**src/rtl/bridge_pkg.sv**
```systemverilog
// Shared constants and types of the serial link to APB bridge.
`default_nettype none
// Functional notes
// Upper addresses go through bridge onto APB.
// Bridged writes land after bridge delay, unaligned.
// Pending bridge access rejects new ones with FAIL.
// Idle bridge acknowledges every access with OK.
// Timeout after eight cycles, extension field lengthens.
// Timeout disable makes the period infinite.
// Late and timeout interrupts only when unmasked.
// Lower addresses served directly by link core.
// Indirect read data fetched later from register.
// Direct read returns APB data in response.
// Available time is ten rows times half-columns.
// Direct only if available exceeds processing time.
// Control and APB run on master clock.
// Manager uses indirect access for equalizer coefficients.
// Other APB slaves insert no wait states.
// Read-only status and last-read-address registers exist; here a status write clears the done, valid, late and timeout bits.
// Indirect read starts APB, answers OK, zero.
// Read finish sets valid, stores data, address.
// Write answers OK at start, done later.
// Indirect register read needs two read commands.
// Pending clears on completion or timeout.
package bridge_pkg;

  typedef logic [15:0] addr_t;
  typedef logic [7:0]  data_t;
  typedef logic [3:0]  av_addr_t;

  typedef enum logic [1:0] {
    LK_IDLE = 2'b00,
    LK_CMD  = 2'b01,
    LK_RSP  = 2'b10
  } link_st_t;

  typedef enum logic [1:0] {
    AP_IDLE   = 2'b00,
    AP_SETUP  = 2'b01,
    AP_ACCESS = 2'b10
  } apb_st_t;

  // ==========================================================
  // Address map of the link core
  localparam addr_t BRIDGE_BASE  = 16'h1000;
  localparam addr_t ADDR_STAT    = 16'h0040;
  localparam addr_t ADDR_RDDATA  = 16'h0041;
  localparam addr_t ADDR_LAST_LO = 16'h0042;
  localparam addr_t ADDR_LAST_HI = 16'h0043;
  localparam addr_t ADDR_TOCTRL  = 16'h0044;
  localparam addr_t ADDR_MASK    = 16'h0045;

  // ==========================================================
  // Field positions and reset values
  localparam int ST_PEND   = 0;
  localparam int ST_DONE   = 1;
  localparam int ST_RDV    = 2;
  localparam int ST_LATE   = 3;
  localparam int ST_TOERR  = 4;
  localparam int TO_EXT_HI = 3;
  localparam int TO_DIRECT = 6;
  localparam int TO_DIS    = 7;
  localparam int MASK_LATE = 0;
  localparam int MASK_TO   = 1;
  localparam data_t TOCTRL_RST = 8'h00;
  localparam data_t MASK_RST   = 8'h03;

  // ==========================================================
  // Link framing and response codes
  localparam logic [5:0] CMD_LAST = 6'h19;
  localparam logic [5:0] DATA_IDX = 6'h02;
  localparam logic [5:0] RSP_END  = 6'h0a;
  localparam logic [5:0] RSP_LAST = 6'h09;
  localparam logic [3:0] RSP_MSB  = 4'h9;
  localparam logic [1:0] RSP_OK   = 2'h1;
  localparam logic [1:0] RSP_FAIL = 2'h2;

  // ==========================================================
  // Timing
  localparam logic [11:0] TIMEOUT_BASE  = 12'h008;
  localparam int          LINK_HALF_CYC = 8;
  localparam int          QTR_SCLK      = 19;
  localparam int          QTR_APB       = 17;

  // ==========================================================
  // Manager register map
  localparam av_addr_t AV_CMD     = 4'h0;
  localparam av_addr_t AV_STAT    = 4'h4;
  localparam int       CMD_WR_POS = 24;

endpackage
`default_nettype wire

```
**src/rtl/bridge_link_if.sv**
```systemverilog
// Serial link between the bridge manager and the bridged device.
`timescale 1ns/1ps
`default_nettype none
interface bridge_link_if;
  logic linkClk;
  logic cmdSd;
  logic rspSd;

  modport mgr (
    output linkClk,
    output cmdSd,
    input  rspSd
  );

  modport dev (
    input  linkClk,
    input  cmdSd,
    output rspSd
  );
endinterface // bridge_link_if
`default_nettype wire

```
**src/rtl/bridge_dev_end.sv**
```systemverilog
// Device end: link core registers and the APB bridge master.
//
// Implementation choices: the Avalon-MM slave port and the register offsets.
`timescale 1ns/1ps
`default_nettype none
module bridge_dev_end (
  input  wire logic              mclk,    // Master clock.
  input  wire logic              rst_b,   // Async reset, active low.
  bridge_link_if.dev             link,    // Serial link.
  output var  bridge_pkg::addr_t paddr,   // APB address.
  output var  logic              psel,    // APB select.
  output var  logic              penable, // APB enable.
  output var  logic              pwrite,  // APB direction.
  output var  bridge_pkg::data_t pwdata,  // APB write data.
  input  wire bridge_pkg::data_t prdata,  // APB read data.
  input  wire logic              pready,  // APB ready.
  output var  logic              irq      // Interrupt, active high.
);
  import bridge_pkg::*;

  // ==========================================================
  // State
  typedef struct packed {
    logic [2:0]  sclkSy;
    logic [1:0]  sdSy;
    link_st_t    lst;
    logic [5:0]  bitCnt;
    logic [23:0] shReg;
    logic [1:0]  rspStat;
    data_t       rspData;
    logic        rspOut;
    logic        waitDirect;
    apb_st_t     ast;
    addr_t       paddr;
    logic        pwrite;
    data_t       pwdata;
    logic        psel;
    logic        penable;
    logic [11:0] toCnt;
    logic        pend;
    logic        done;
    logic        rdv;
    logic        late;
    logic        toErr;
    data_t       rdData;
    addr_t       lastAddr;
    data_t       toCtrl;
    data_t       irqMask;
    logic        irq;
  } dev_st_t;

  localparam dev_st_t DEV_RST = '{
    lst:     LK_IDLE,
    ast:     AP_IDLE,
    toCtrl:  TOCTRL_RST,
    irqMask: MASK_RST,
    default: '0
  };

  dev_st_t st_ff;
  dev_st_t nxt_st;

  logic        rise;
  logic        fall;
  logic        rxBit;
  logic        apbDone;
  logic        apbRdDone;
  logic [24:0] word;
  logic        cmdWr;
  addr_t       cmdAddr;
  data_t       cmdData;
  data_t       regVal;
  data_t       rspByte;
  logic [9:0]  rspVec;
  data_t       clr;
  logic        startApb;
  logic [11:0] limit;

  // Edges are taken from the second and third sampling stages.
  assign rise      = st_ff.sclkSy[1] & ~st_ff.sclkSy[2];
  assign fall      = ~st_ff.sclkSy[1] & st_ff.sclkSy[2];
  assign rxBit     = st_ff.sdSy[1];
  assign apbDone   = (st_ff.ast == AP_ACCESS) & pready;
  assign apbRdDone = apbDone & ~st_ff.pwrite;

  // ==========================================================
  // Next state
  always_comb begin
    nxt_st   = st_ff;
    word     = {st_ff.shReg, rxBit};
    cmdWr    = word[24];
    cmdAddr  = word[23:8];
    cmdData  = word[7:0];
    clr      = 8'h00;
    startApb = 1'b0;
    limit    = TIMEOUT_BASE
             + {5'h00, st_ff.toCtrl[TO_EXT_HI:0], 3'h0};

    case (cmdAddr)
      ADDR_STAT:    regVal = {3'h0, st_ff.toErr, st_ff.late,
                              st_ff.rdv, st_ff.done,
                              st_ff.pend};
      ADDR_RDDATA:  regVal = st_ff.rdData;
      ADDR_LAST_LO: regVal = st_ff.lastAddr[7:0];
      ADDR_LAST_HI: regVal = st_ff.lastAddr[15:8];
      ADDR_TOCTRL:  regVal = st_ff.toCtrl;
      ADDR_MASK:    regVal = st_ff.irqMask;
      default:      regVal = 8'h00;
    endcase

    // A direct read finishing at the data slot is still in time.
    rspByte = (st_ff.waitDirect && apbRdDone) ? prdata
                                               : st_ff.rspData;
    rspVec  = {st_ff.rspStat, rspByte};

    nxt_st.sclkSy = {st_ff.sclkSy[1:0], link.linkClk};
    nxt_st.sdSy   = {st_ff.sdSy[0], link.cmdSd};

    // --------------------------------------------------------
    // Link framing
    case (st_ff.lst)
      LK_IDLE: begin
        if (rise && rxBit) begin
          nxt_st.lst    = LK_CMD;
          nxt_st.bitCnt = 6'h01;
        end
      end
      LK_CMD: begin
        if (rise) begin
          nxt_st.shReg  = {st_ff.shReg[22:0], rxBit};
          nxt_st.bitCnt = st_ff.bitCnt + 6'h01;
          if (st_ff.bitCnt == CMD_LAST) begin
            nxt_st.lst     = LK_RSP;
            nxt_st.bitCnt  = 6'h00;
            nxt_st.rspStat = RSP_OK;
            nxt_st.rspData = 8'h00;
            if (cmdAddr >= BRIDGE_BASE) begin
              if (st_ff.pend) begin
                nxt_st.rspStat = RSP_FAIL;
              end else begin
                startApb          = 1'b1;
                nxt_st.waitDirect = ~cmdWr
                                  & st_ff.toCtrl[TO_DIRECT];
              end
            end else if (cmdWr) begin
              case (cmdAddr)
                ADDR_STAT:   clr = cmdData;
                ADDR_TOCTRL: nxt_st.toCtrl = cmdData;
                ADDR_MASK:   nxt_st.irqMask = cmdData;
                default:     clr = 8'h00;
              endcase
            end else begin
              nxt_st.rspData = regVal;
            end
          end
        end
      end
      LK_RSP: begin
        if (fall) begin
          nxt_st.bitCnt = st_ff.bitCnt + 6'h01;
          if (st_ff.bitCnt == RSP_END) begin
            nxt_st.rspOut = 1'b0;
            nxt_st.lst    = LK_IDLE;
          end else begin
            nxt_st.rspOut = rspVec[RSP_MSB - st_ff.bitCnt[3:0]];
          end
          if (st_ff.bitCnt == DATA_IDX) begin
            nxt_st.waitDirect = 1'b0;
            if (st_ff.waitDirect && !apbRdDone) begin
              nxt_st.late = 1'b1;
            end
          end
        end
      end
      default: begin
        nxt_st.lst = LK_IDLE;
      end
    endcase

    // Software clears come first so that hardware sets win.
    nxt_st.done  = nxt_st.done & ~clr[ST_DONE];
    nxt_st.rdv   = nxt_st.rdv & ~clr[ST_RDV];
    nxt_st.late  = nxt_st.late & ~clr[ST_LATE];
    nxt_st.toErr = nxt_st.toErr & ~clr[ST_TOERR];

    // --------------------------------------------------------
    // APB master
    case (st_ff.ast)
      AP_IDLE: begin
        if (startApb) begin
          nxt_st.ast     = AP_SETUP;
          nxt_st.psel    = 1'b1;
          nxt_st.penable = 1'b0;
          nxt_st.paddr   = cmdAddr;
          nxt_st.pwrite  = cmdWr;
          nxt_st.pwdata  = cmdData;
          nxt_st.pend    = 1'b1;
          nxt_st.done    = 1'b0;
          nxt_st.toCnt   = 12'h000;
        end
      end
      AP_SETUP: begin
        nxt_st.ast     = AP_ACCESS;
        nxt_st.penable = 1'b1;
        nxt_st.toCnt   = st_ff.toCnt + 12'h001;
      end
      AP_ACCESS: begin
        if (pready) begin
          // Zero-wait slaves finish on the first access cycle.
          nxt_st.ast        = AP_IDLE;
          nxt_st.psel       = 1'b0;
          nxt_st.penable    = 1'b0;
          nxt_st.pend       = 1'b0;
          nxt_st.done       = 1'b1;
          nxt_st.waitDirect = 1'b0;
          if (!st_ff.pwrite) begin
            nxt_st.rdData   = prdata;
            nxt_st.lastAddr = st_ff.paddr;
            nxt_st.rdv      = 1'b1;
            if (st_ff.waitDirect) begin
              nxt_st.rspData = prdata;
            end
          end
        end else if (!st_ff.toCtrl[TO_DIS]
                     && (st_ff.toCnt + 12'h001) >= limit) begin
          nxt_st.ast        = AP_IDLE;
          nxt_st.psel       = 1'b0;
          nxt_st.penable    = 1'b0;
          nxt_st.pend       = 1'b0;
          nxt_st.toErr      = 1'b1;
          nxt_st.waitDirect = 1'b0;
        end else begin
          nxt_st.toCnt = st_ff.toCnt + 12'h001;
        end
      end
      default: begin
        nxt_st.ast = AP_IDLE;
      end
    endcase

    nxt_st.irq = (nxt_st.late & ~nxt_st.irqMask[MASK_LATE])
               | (nxt_st.toErr & ~nxt_st.irqMask[MASK_TO]);
  end

  // ==========================================================
  // Registers on the master clock
  always_ff @(posedge mclk or negedge rst_b) begin
    if (!rst_b) begin
      st_ff <= DEV_RST;
    end else begin
      st_ff <= nxt_st;
    end
  end

  assign link.rspSd = st_ff.rspOut;
  assign paddr      = st_ff.paddr;
  assign psel       = st_ff.psel;
  assign penable    = st_ff.penable;
  assign pwrite     = st_ff.pwrite;
  assign pwdata     = st_ff.pwdata;
  assign irq        = st_ff.irq;

endmodule // bridge_dev_end
`default_nettype wire

```
**src/flat_wrapper.sv**
```systemverilog
// flat-port wrapper written by rule: the top's interface ports become plain ports
module bridge_dev_end_flat import bridge_pkg::*;
  (mclk, rst_b, paddr, psel, penable, pwrite, pwdata, prdata, pready, irq, link_linkClk, link_cmdSd, link_rspSd);
  bridge_link_if link_i ();
  input  wire logic mclk;
  input  wire logic rst_b;
  output var  bridge_pkg::addr_t paddr;
  output var  logic psel;
  output var  logic penable;
  output var  logic pwrite;
  output var  bridge_pkg::data_t pwdata;
  input  wire bridge_pkg::data_t prdata;
  input  wire logic pready;
  output var  logic irq;
  input wire logic [$bits(link_i.linkClk)-1:0] link_linkClk;
  input wire logic [$bits(link_i.cmdSd)-1:0] link_cmdSd;
  output wire logic [$bits(link_i.rspSd)-1:0] link_rspSd;
  assign link_i.linkClk = link_linkClk;
  assign link_i.cmdSd = link_cmdSd;
  assign link_rspSd = link_i.rspSd;
  bridge_dev_end u_core (.mclk(mclk), .rst_b(rst_b), .link(link_i), .paddr(paddr), .psel(psel), .penable(penable), .pwrite(pwrite), .pwdata(pwdata), .prdata(prdata), .pready(pready), .irq(irq));
endmodule
```
**config.mk**
```make
export PLATFORM = sky130hd
export DESIGN_NAME = bridge_dev_end_flat
export DESIGN_NICKNAME = d
export VERILOG_FILES = /design/src/rtl/bridge_pkg.sv /design/src/rtl/bridge_link_if.sv /design/src/rtl/bridge_dev_end.sv /design/src/flat_wrapper.sv
export SDC_FILE = /design/constraint.sdc
export NUM_CORES = 1
export LEC_CHECK = 0
export ABC_AREA = 1
export BUFFER_PORTS_ARGS = -buffer_cell sky130_fd_sc_hd__buf_2
export CORE_MARGIN = 2
export CORE_UTILIZATION = 60
export DETAILED_ROUTE_END_ITERATION = 16
export PLACE_DENSITY = 0.75
export SYNTH_ARGS = -nofsm -noshare
export SYNTH_HDL_FRONTEND = slang
export SYNTH_SLANG_ARGS = --single-unit
```
**constraint.sdc**
```tcl
create_clock -name mclk -period 3.4 [get_ports mclk]
set_input_delay 0.68 -clock mclk [delete_from_list [all_inputs] [get_ports mclk]]
set_output_delay 0.68 -clock mclk [all_outputs]
set_load 0.05 [all_outputs]
```
==> impl_metrics.csv, run 1 <==
group,metric,value,unit
global_routing,grt_pass1_vias,5654,
sta,min_period,2.74,ns
yosys,seq_area_frac_synth,0.485,
yosys,yosys_warnings,0,
yosys,syn-num-nets,914,
critical_path,critPathMaxStageDelay,0.45,ns
placed_design,port_buffers,41,
placed_design,place_hpwl,11.1,mm
sta,worst_pin_slew,0.935,ns
detailed_routing,num_vias,5818,
critical_path,critPathKind,"reg2reg",
yosys,synth.distinct_cells,33,
yosys,syn_area,0.00703,mm²
global_routing,grt_pass1_wl,26.7,mm
detailed_routing,vias_per_cell,5.54,
critical_path,worst-path-max-fanout,24,
final_layout,layout-drive-gt1-share,0.123,
floorplanning,ios,42,
critical_path,cp_common_cell,"nand2_1",
critical_path,cp-end-kind,"flip-flop",
placed_design,routabilityCongestion,0.886,
clocking,cts_root_buf,"clkbuf_16",
sta,timing.final.crit_share,0.806,
detailed_routing,drt_iter0_markers,470,
yosys,netlist_instances,879,
yosys,synth_ff_type,"dfrtp_1",
pwr,leakagePower,3.86,nW
detailed_routing,wl_per_cell,15.1,µm
clocking,cts_resized,0,
clocking,cts_hold_buf,0,
final_layout,finalNonFillerCells,1051,
clocking,clk_pin_slew,0.06,ns
sta,relSlewSlack,0.376,
floorplanning,die_area,0.0126,mm²
floorplanning,start_util,0.615,
yosys,synth_top_cell_area_share,0.477,
clocking,cts.htree.levels,4,
run_status,outcome,"finished, final reports clean",
clocking,cts.path.max_buffers,2,
floorplanning,rows,39,
critical_path,startpoint,"u_core.st_ff[46]",
yosys,synth.avg_cell_area,8.00,µm²
final_layout,nets,932,
floorplanning,die_w,112,µm
clocking,cts_tree,"built",
flow_run,drv_cap,0,
final_layout,diodes,0,
global_routing,grt.total_usage,0.267,
sta,fmax,365,MHz
critical_path,timing.rr.start,"u_core.st_ff[46]",
critical_path,critPathCapture,"u_core.st_ff[52]",
clocking,worstSkewPairLatency,0.43,ns
yosys,postSynth.asyncResetShare,1.00,
global_routing,grt_max_degree,82,
pwr,power_density,569,mW/mm²
sta,skew,0.0103,ns
critical_path,r2r_slack,0.66,ns
placed_design,numPlacedInstances,1021,
sta,grt_setup_unrepaired,"no",
critical_path,reg2reg_depth,15,
final_layout,fillers,959,
sta,hold_viol,0,
detailed_routing,drc,0,
yosys,yosys-top-cells-area,"dfrtp_1 (48%), nand2_1 (13%), inv_1 (6.0%)",
floorplanning,core-area,0.0114,mm²
clocking,cts_buffers,17,
sta,finalMaxSlewViolations,0,
clocking,cts_sinks,136,
yosys,synth_edf_count,0,
sta,timing.setup.tns,0,ns
detailed_routing,antenna_left,0,
clocking,postCtsSetupRepairBufs,0,
critical_path,worst_ep_required_time,3.69,ns
critical_path,cp-start-kind,"flip-flop",
yosys,yosys_register_bits,136,
detailed_routing,routed_wl,15.9,mm
global_routing,antenna_found_initial,0,
detailed_routing,drt_first_pass_iters,5,
critical_path,slowest_stage,"dfrtp_1",
pwr,vdd_drop_max,0.708,mV
sta,setup_viol,0,
critical_path,worstPathCellList,"ha_1 -> nand2_1 -> nor2_1 -> a31oi_1 -> a21oi_1 -> ha_1 -> nand2_1 -> o21a_1 -> nand2_1 -> nor2_1 -> nand2_1 -> nand3_2 -> nand2_2 -> nand2_1 -> o21ai_2",
yosys,synth_top_cell_by_area,"dfrtp_1",
critical_path,critPathArrivalTime,3.03,ns
sta,whs,0.267,ns
hold_path,hold_path_class,"in2async",
critical_path,r2r-end,"u_core.st_ff[52]",
final_layout,area_growth,9.81,%
global_routing,grt_overflow,0,
floorplanning,die_h,112,µm
through the flow:
step | utilization | worst slack [ns] | instance area (µm²) | power (mW)
2_1_floorplan | - | 1.16 | 7030 | 2.40
3_3_place_gp | 0.627 | 0.846 | 7160 | 2.62
3_5_place_dp | 0.627 | 0.689 | 7160 | 2.66
4_1_cts | 0.676 | 0.683 | 7720 | 4.41
5_1_grt | 0.676 | 0.378 | 7720 | 4.60
6_report | 0.676 | 0.661 | 7720 | 4.39
cell usage in the layout, fill, tap and decap left out, drive strengths merged, types with 5 or more instances in the layout:
master,instances
a21oi,27
buf,48
clkbuf,19
clkinv,5
dfrtp,134
ha,22
inv,117
nand2,242
nand3,70
nand4,11
nor2,66
nor3,10
o21ai,104
sequential cells by signal, summed over array words and instances, names as in the netlist, 2 cells and up:
register,flops
u_core.paddr,16
u_core.rspVec,2
u_core.cmdData,8
u_core.pwdata,8
u_core.cmdAddr,16
u_core.st_ff,77
u_core.nxt_st,3
kinds of logic after synthesis:
family	Yosys count	share of synthesized area
buffers and inverters	165	0.106
and+or+nand+nor	404	0.249
AOI/OAI and AO/OA	144	0.112
xor gates and xnor gates	8	0.00997
adders and majority gates	22	0.0392
DFF	136	0.485
area by class of cell:
| class | count | area, µm² | share of cell area |
|---|---|---|---|
| clock buffers | 19 | 453 | 0.0587 |
| clock inverters | 11 | 101 | 0.0131 |
| inverters | 116 | 435 | 0.0564 |
| multi-input cells | 578 | 2880 | 0.373 |
| flip-flops and latches | 136 | 3410 | 0.441 |
| well taps | 143 | 179 | 0.0232 |
| repair buffers | 48 | 264 | 0.0342 |
worst min-delay path by stage:
stage                     depth (start not counted)          startpoint  slack, ns                 to
after CTS                                         1               rst_b       0.33   u_core.st_ff[20]
after floorplan                                   0  u_core.nxt_st[132]       0.33  u_core.cmdData[0]
after global routing                              1               rst_b       0.34   u_core.st_ff[20]
after global placement                            0  u_core.nxt_st[132]       0.33  u_core.cmdData[0]
after detailed placement                          0  u_core.nxt_st[132]       0.34  u_core.cmdData[0]
final                                             1               rst_b       0.27   u_core.st_ff[56]
routing by layer:
layer	up-vias	routed length, µm	track usage
li1	2824	-	-
met1	2768	7000	0.350
met2	193	7510	0.427
met3	33	940	0.0707
met4	0	401	0.107
met5	-	0	0
synth_stat cells, types with 9 or more instances:
| master | count |
|---|---|
| dfrtp_1 | 134 |
| nand4_1 | 10 |
| a21oi_1 | 27 |
| o21ai_2 | 10 |
| o21ai_1 | 21 |
| clkbuf_1 | 17 |
| nor3_1 | 9 |
| o21ai_0 | 73 |
| nand2_1 | 239 |
| buf_4 | 26 |
| inv_1 | 112 |
| nand3_1 | 67 |
| ha_1 | 22 |
| nor2_1 | 58 |
report_power, final:
group	internal, mW	switching [mW]	total, mW
Combinational	0.203	0.533	0.736
Clock	1.03	0.707	1.74
Sequential	1.77	0.150	1.92
worst max-delay path, delay by kind of cell, from the launching register on:
family / cells / cell delay (ns)
and+or+nand+nor: 9 / 1.21
AOI/OAI and AO/OA: 4 / 0.50
adders and majority gates: 2 / 0.47
DFF: 1 / 0.45
Power figures use the tool's default switching activity.
==> run 2: changes to the inputs <==
--- a/config.mk
+++ b/config.mk
@@ -5,7 +5,7 @@
 export SDC_FILE = /design/constraint.sdc
 export NUM_CORES = 1
 export LEC_CHECK = 0
-export ABC_AREA = 1
+export ABC_AREA = 0
 export BUFFER_PORTS_ARGS = -buffer_cell sky130_fd_sc_hd__buf_2
 export CORE_MARGIN = 2
 export CORE_UTILIZATION = 60
==> constraint.sdc (replaced) <==
create_clock -name mclk -period 2.85 [get_ports mclk]
set_input_delay 0.57 -clock mclk [delete_from_list [all_inputs] [get_ports mclk]]
set_output_delay 0.57 -clock mclk [all_outputs]
set_load 0.05 [all_outputs]
==> impl_metrics.csv, run 2 <==
group,metric,value,unit
clocking,cts_buffers,17,
yosys,syn_area,0.00705,mm²
final_layout,diodes,0,
clocking,cts_tree,"built",
pwr,vdd_drop_max,0.747,mV
sta,finalMaxSlewViolations,0,
final_layout,ff_latch_area,0.00341,mm²
critical_path,reg2reg_depth,11,
pwr,power_frac_clock,0.442,
critical_path,worst_ep_required_time,3.15,ns
yosys,synth_top_cell_by_area,"dfrtp_1",
pwr,p_sw_frac,0.279,
pwr,power_density,622,mW/mm²
clocking,worstSkewPairLatency,0.42,ns
yosys,yosys-top-cells-area,"dfrtp_1 (48%), mux2_2 (11%), nand2_1 (5.2%)",
yosys,seq_area_frac_synth,0.483,
final_layout,final_cell_mix,"dfrtp_1 (131), nand2_1 (97), mux2_2 (66)",
detailed_routing,vias_per_cell,6.05,
sta,min_period,2.95,ns
clocking,cts_hold_buf,0,
final_layout,finalNonFillerCells,851,
floorplanning,die_h,112,µm
pwr,leakagePower,4.02,nW
sta,timing.final.crit_share,1.04,
sta,hold_viol,0,
floorplanning,ios,42,
sta,skew,0.00811,ns
yosys,yosys_register_bits,136,
clocking,cts.htree.levels,4,
clocking,cts_sinks,136,
global_routing,grt.total_usage,0.269,
yosys,netlist_instances,644,
placed_design,routabilityCongestion,0.892,
clocking,cts_root_buf,"clkbuf_16",
critical_path,timing.rr.start,"u_core.st_ff[48]",
final_layout,nets,730,
placed_design,port_buffers,41,
yosys,syn-num-nets,679,
global_routing,grt_pass1_wl,26.6,mm
floorplanning,die_area,0.0126,mm²
clocking,cts.path.max_buffers,2,
final_layout,largest_reg_flops,77,
yosys,synth_edf_count,0,
detailed_routing,antenna_left,0,
floorplanning,start_util,0.615,
yosys,synth_common_cells,"dfrtp_1 (134), nand2_1 (97), mux2_2 (68), inv_1 (27), nor2_1 (27)",
sta,setup_viol,10,
yosys,synth_ff_type,"dfrtp_1",
detailed_routing,num_vias,5148,
final_layout,area_growth,17.4,%
global_routing,antenna_found_initial,0,
critical_path,worst-path-max-fanout,6,
critical_path,critPathArrivalTime,3.25,ns
placed_design,numPlacedInstances,807,
placed_design,place_hpwl,10.7,mm
yosys,synth_most_common_cell,"dfrtp_1",
global_routing,grt_max_degree,76,
final_layout,final_common_cell,"dfrtp_1",
sta,whs,0.192,ns
flow_run,drv_cap,0,
critical_path,slowest_stage,"dfrtp_1",
sta,relSlewSlack,0.402,
final_layout,fillers,737,
hold_path,hold_path_class,"in2async",
critical_path,cp_common_cell,"buf_6",
detailed_routing,routed_wl,16.3,mm
yosys,synth.avg_cell_area,11.0,µm²
critical_path,r2r_slack,-0.10,ns
detailed_routing,drc,0,
floorplanning,die_w,112,µm
clocking,clk_pin_slew,0.06,ns
global_routing,grt_pass1_vias,5037,
critical_path,r2r-end,"u_core.st_ff[46]",
detailed_routing,wl_per_cell,19.1,µm
global_routing,grt_overflow,0,
yosys,postSynth.asyncResetShare,1.00,
yosys,yosys_warnings,0,
run_status,violations,"negative setup slack",
sta,worst_pin_slew,0.884,ns
run_status,outcome,"complete, but fails checks",
pwr,p_sw,1.44,mW
critical_path,cp-end-kind,"flip-flop",
floorplanning,rows,39,
critical_path,cp-start-kind,"flip-flop",
final_layout,layout-drive-gt1-share,0.322,
critical_path,critPathMaxStageDelay,0.41,ns
detailed_routing,drt_first_pass_iters,5,
critical_path,critPathKind,"reg2reg",
sta,setup_slack,-0.102,ns
critical_path,worstPathCellList,"buf_6 -> nand3_4 -> xor2_2 -> ha_1 -> and3_1 -> a221o_1 -> a2111oi_4 -> a31oi_4 -> a21oi_2 -> buf_6 -> mux2_4",
final_layout,largest-register,"u_core.st_ff",
detailed_routing,drt_iter0_markers,405,
yosys,synth.distinct_cells,72,
sta,grt_setup_unrepaired,"yes",
yosys,synth_top_cell_area_share,0.475,
floorplanning,core-area,0.0115,mm²
sta,fmax,339,MHz
pwr,comb_power_share,0.131,
pwr,p_seq_frac,0.427,
final_layout,multi_input_area,0.00338,mm²
pwr,intPower,3.71,mW
==> run 2: changes by cell type in the layout (fill, tap and decap cells not counted), sizes merged, moves of 14 or more <==
cell	previous run	this run
buf	48	88
o21ai	104	11
nor2	66	27
nand2	242	97
nand3	70	17
mux2i	0	14
inv	117	30
mux2	0	73
==> run 2: timing repair <==
action                     in CTS  in global routing
setup endpoints to repair      18                 20
hold endpoints to repair        0                  0
gates resized for setup        13                 18
gates cloned                    0                  0
pin swaps                      12                 12
setup buffers                  11                  2
==> run 2: power by group through the flow <==
stage	registers, mW	logic (mW)	clock network, mW
final	2.20	0.676	2.27
after global routing	2.22	0.770	2.40
after CTS	2.20	0.680	2.30
after detailed placement	2.23	0.671	0
after global placement	2.23	0.651	0
after floorplan	2.15	0.510	0
==> run 2: cell type report <==
cell class | count | share of cell area
Clock buffer | 19 | 0.0535
Sequential cell | 136 | 0.412
Multi-Input combinational cell | 425 | 0.408
Clock inverter | 13 | 0.0204
Inverter | 27 | 0.0122
Timing Repair Buffer | 88 | 0.0724
Tap cell | 143 | 0.0216
==> run 2: per-layer routing <==
metal | wire (µm) | up-vias | global-route usage
met3 | 985 | 18 | 0.0734
met2 | 7950 | 156 | 0.431
li1 | - | 2366 | -
met1 | 7150 | 2608 | 0.371
met5 | 0 | - | 0
met4 | 174 | 0 | 0.0667
==> run 2: how the worst max path moves through the flow <==
stage                           startpoint          endpoint
after floorplan           u_core.st_ff[47]  u_core.st_ff[49]
after global placement    u_core.st_ff[47]  u_core.st_ff[86]
after detailed placement  u_core.st_ff[47]  u_core.st_ff[86]
after CTS                 u_core.st_ff[46]  u_core.st_ff[57]
after global routing      u_core.st_ff[47]  u_core.st_ff[57]
final                     u_core.st_ff[48]  u_core.st_ff[46]
==> run 2: critical path, delay by kind of cell, from the launching register on <==
kind	cells	cell delay, ns
compound gates	4	1.08
flops	1	0.41
buf+inv	2	0.31
mux	1	0.30
simple gates	2	0.26
fa+ha+maj	1	0.26
xor+xnor	1	0.21
==> run 2: kinds of logic after synthesis <==
logic type      Yosys count  synth area share
mux                      95             0.162
compound gates           92            0.0928
xor+xnor                 14            0.0174
fa+ha+maj                22            0.0390
simple gates            202             0.146
buf+inv                  83            0.0600
flops                   136             0.483
==> run 2: per-stage QoR <==
stage	TNS, ns	cell area [µm²]	worst slack (ns)	utilization	power [mW]
finish	-0.640	8280	-0.102	0.722	5.15
global route	-2.29	8280	-0.219	0.722	5.39
CTS	-0.552	8190	-0.0844	0.714	5.18
detailed placement	-1.29	7430	-0.206	0.648	2.90
global placement	-0.668	7430	-0.125	0.648	2.88
floorplan	-0.114	7080	-0.0722	-	2.66
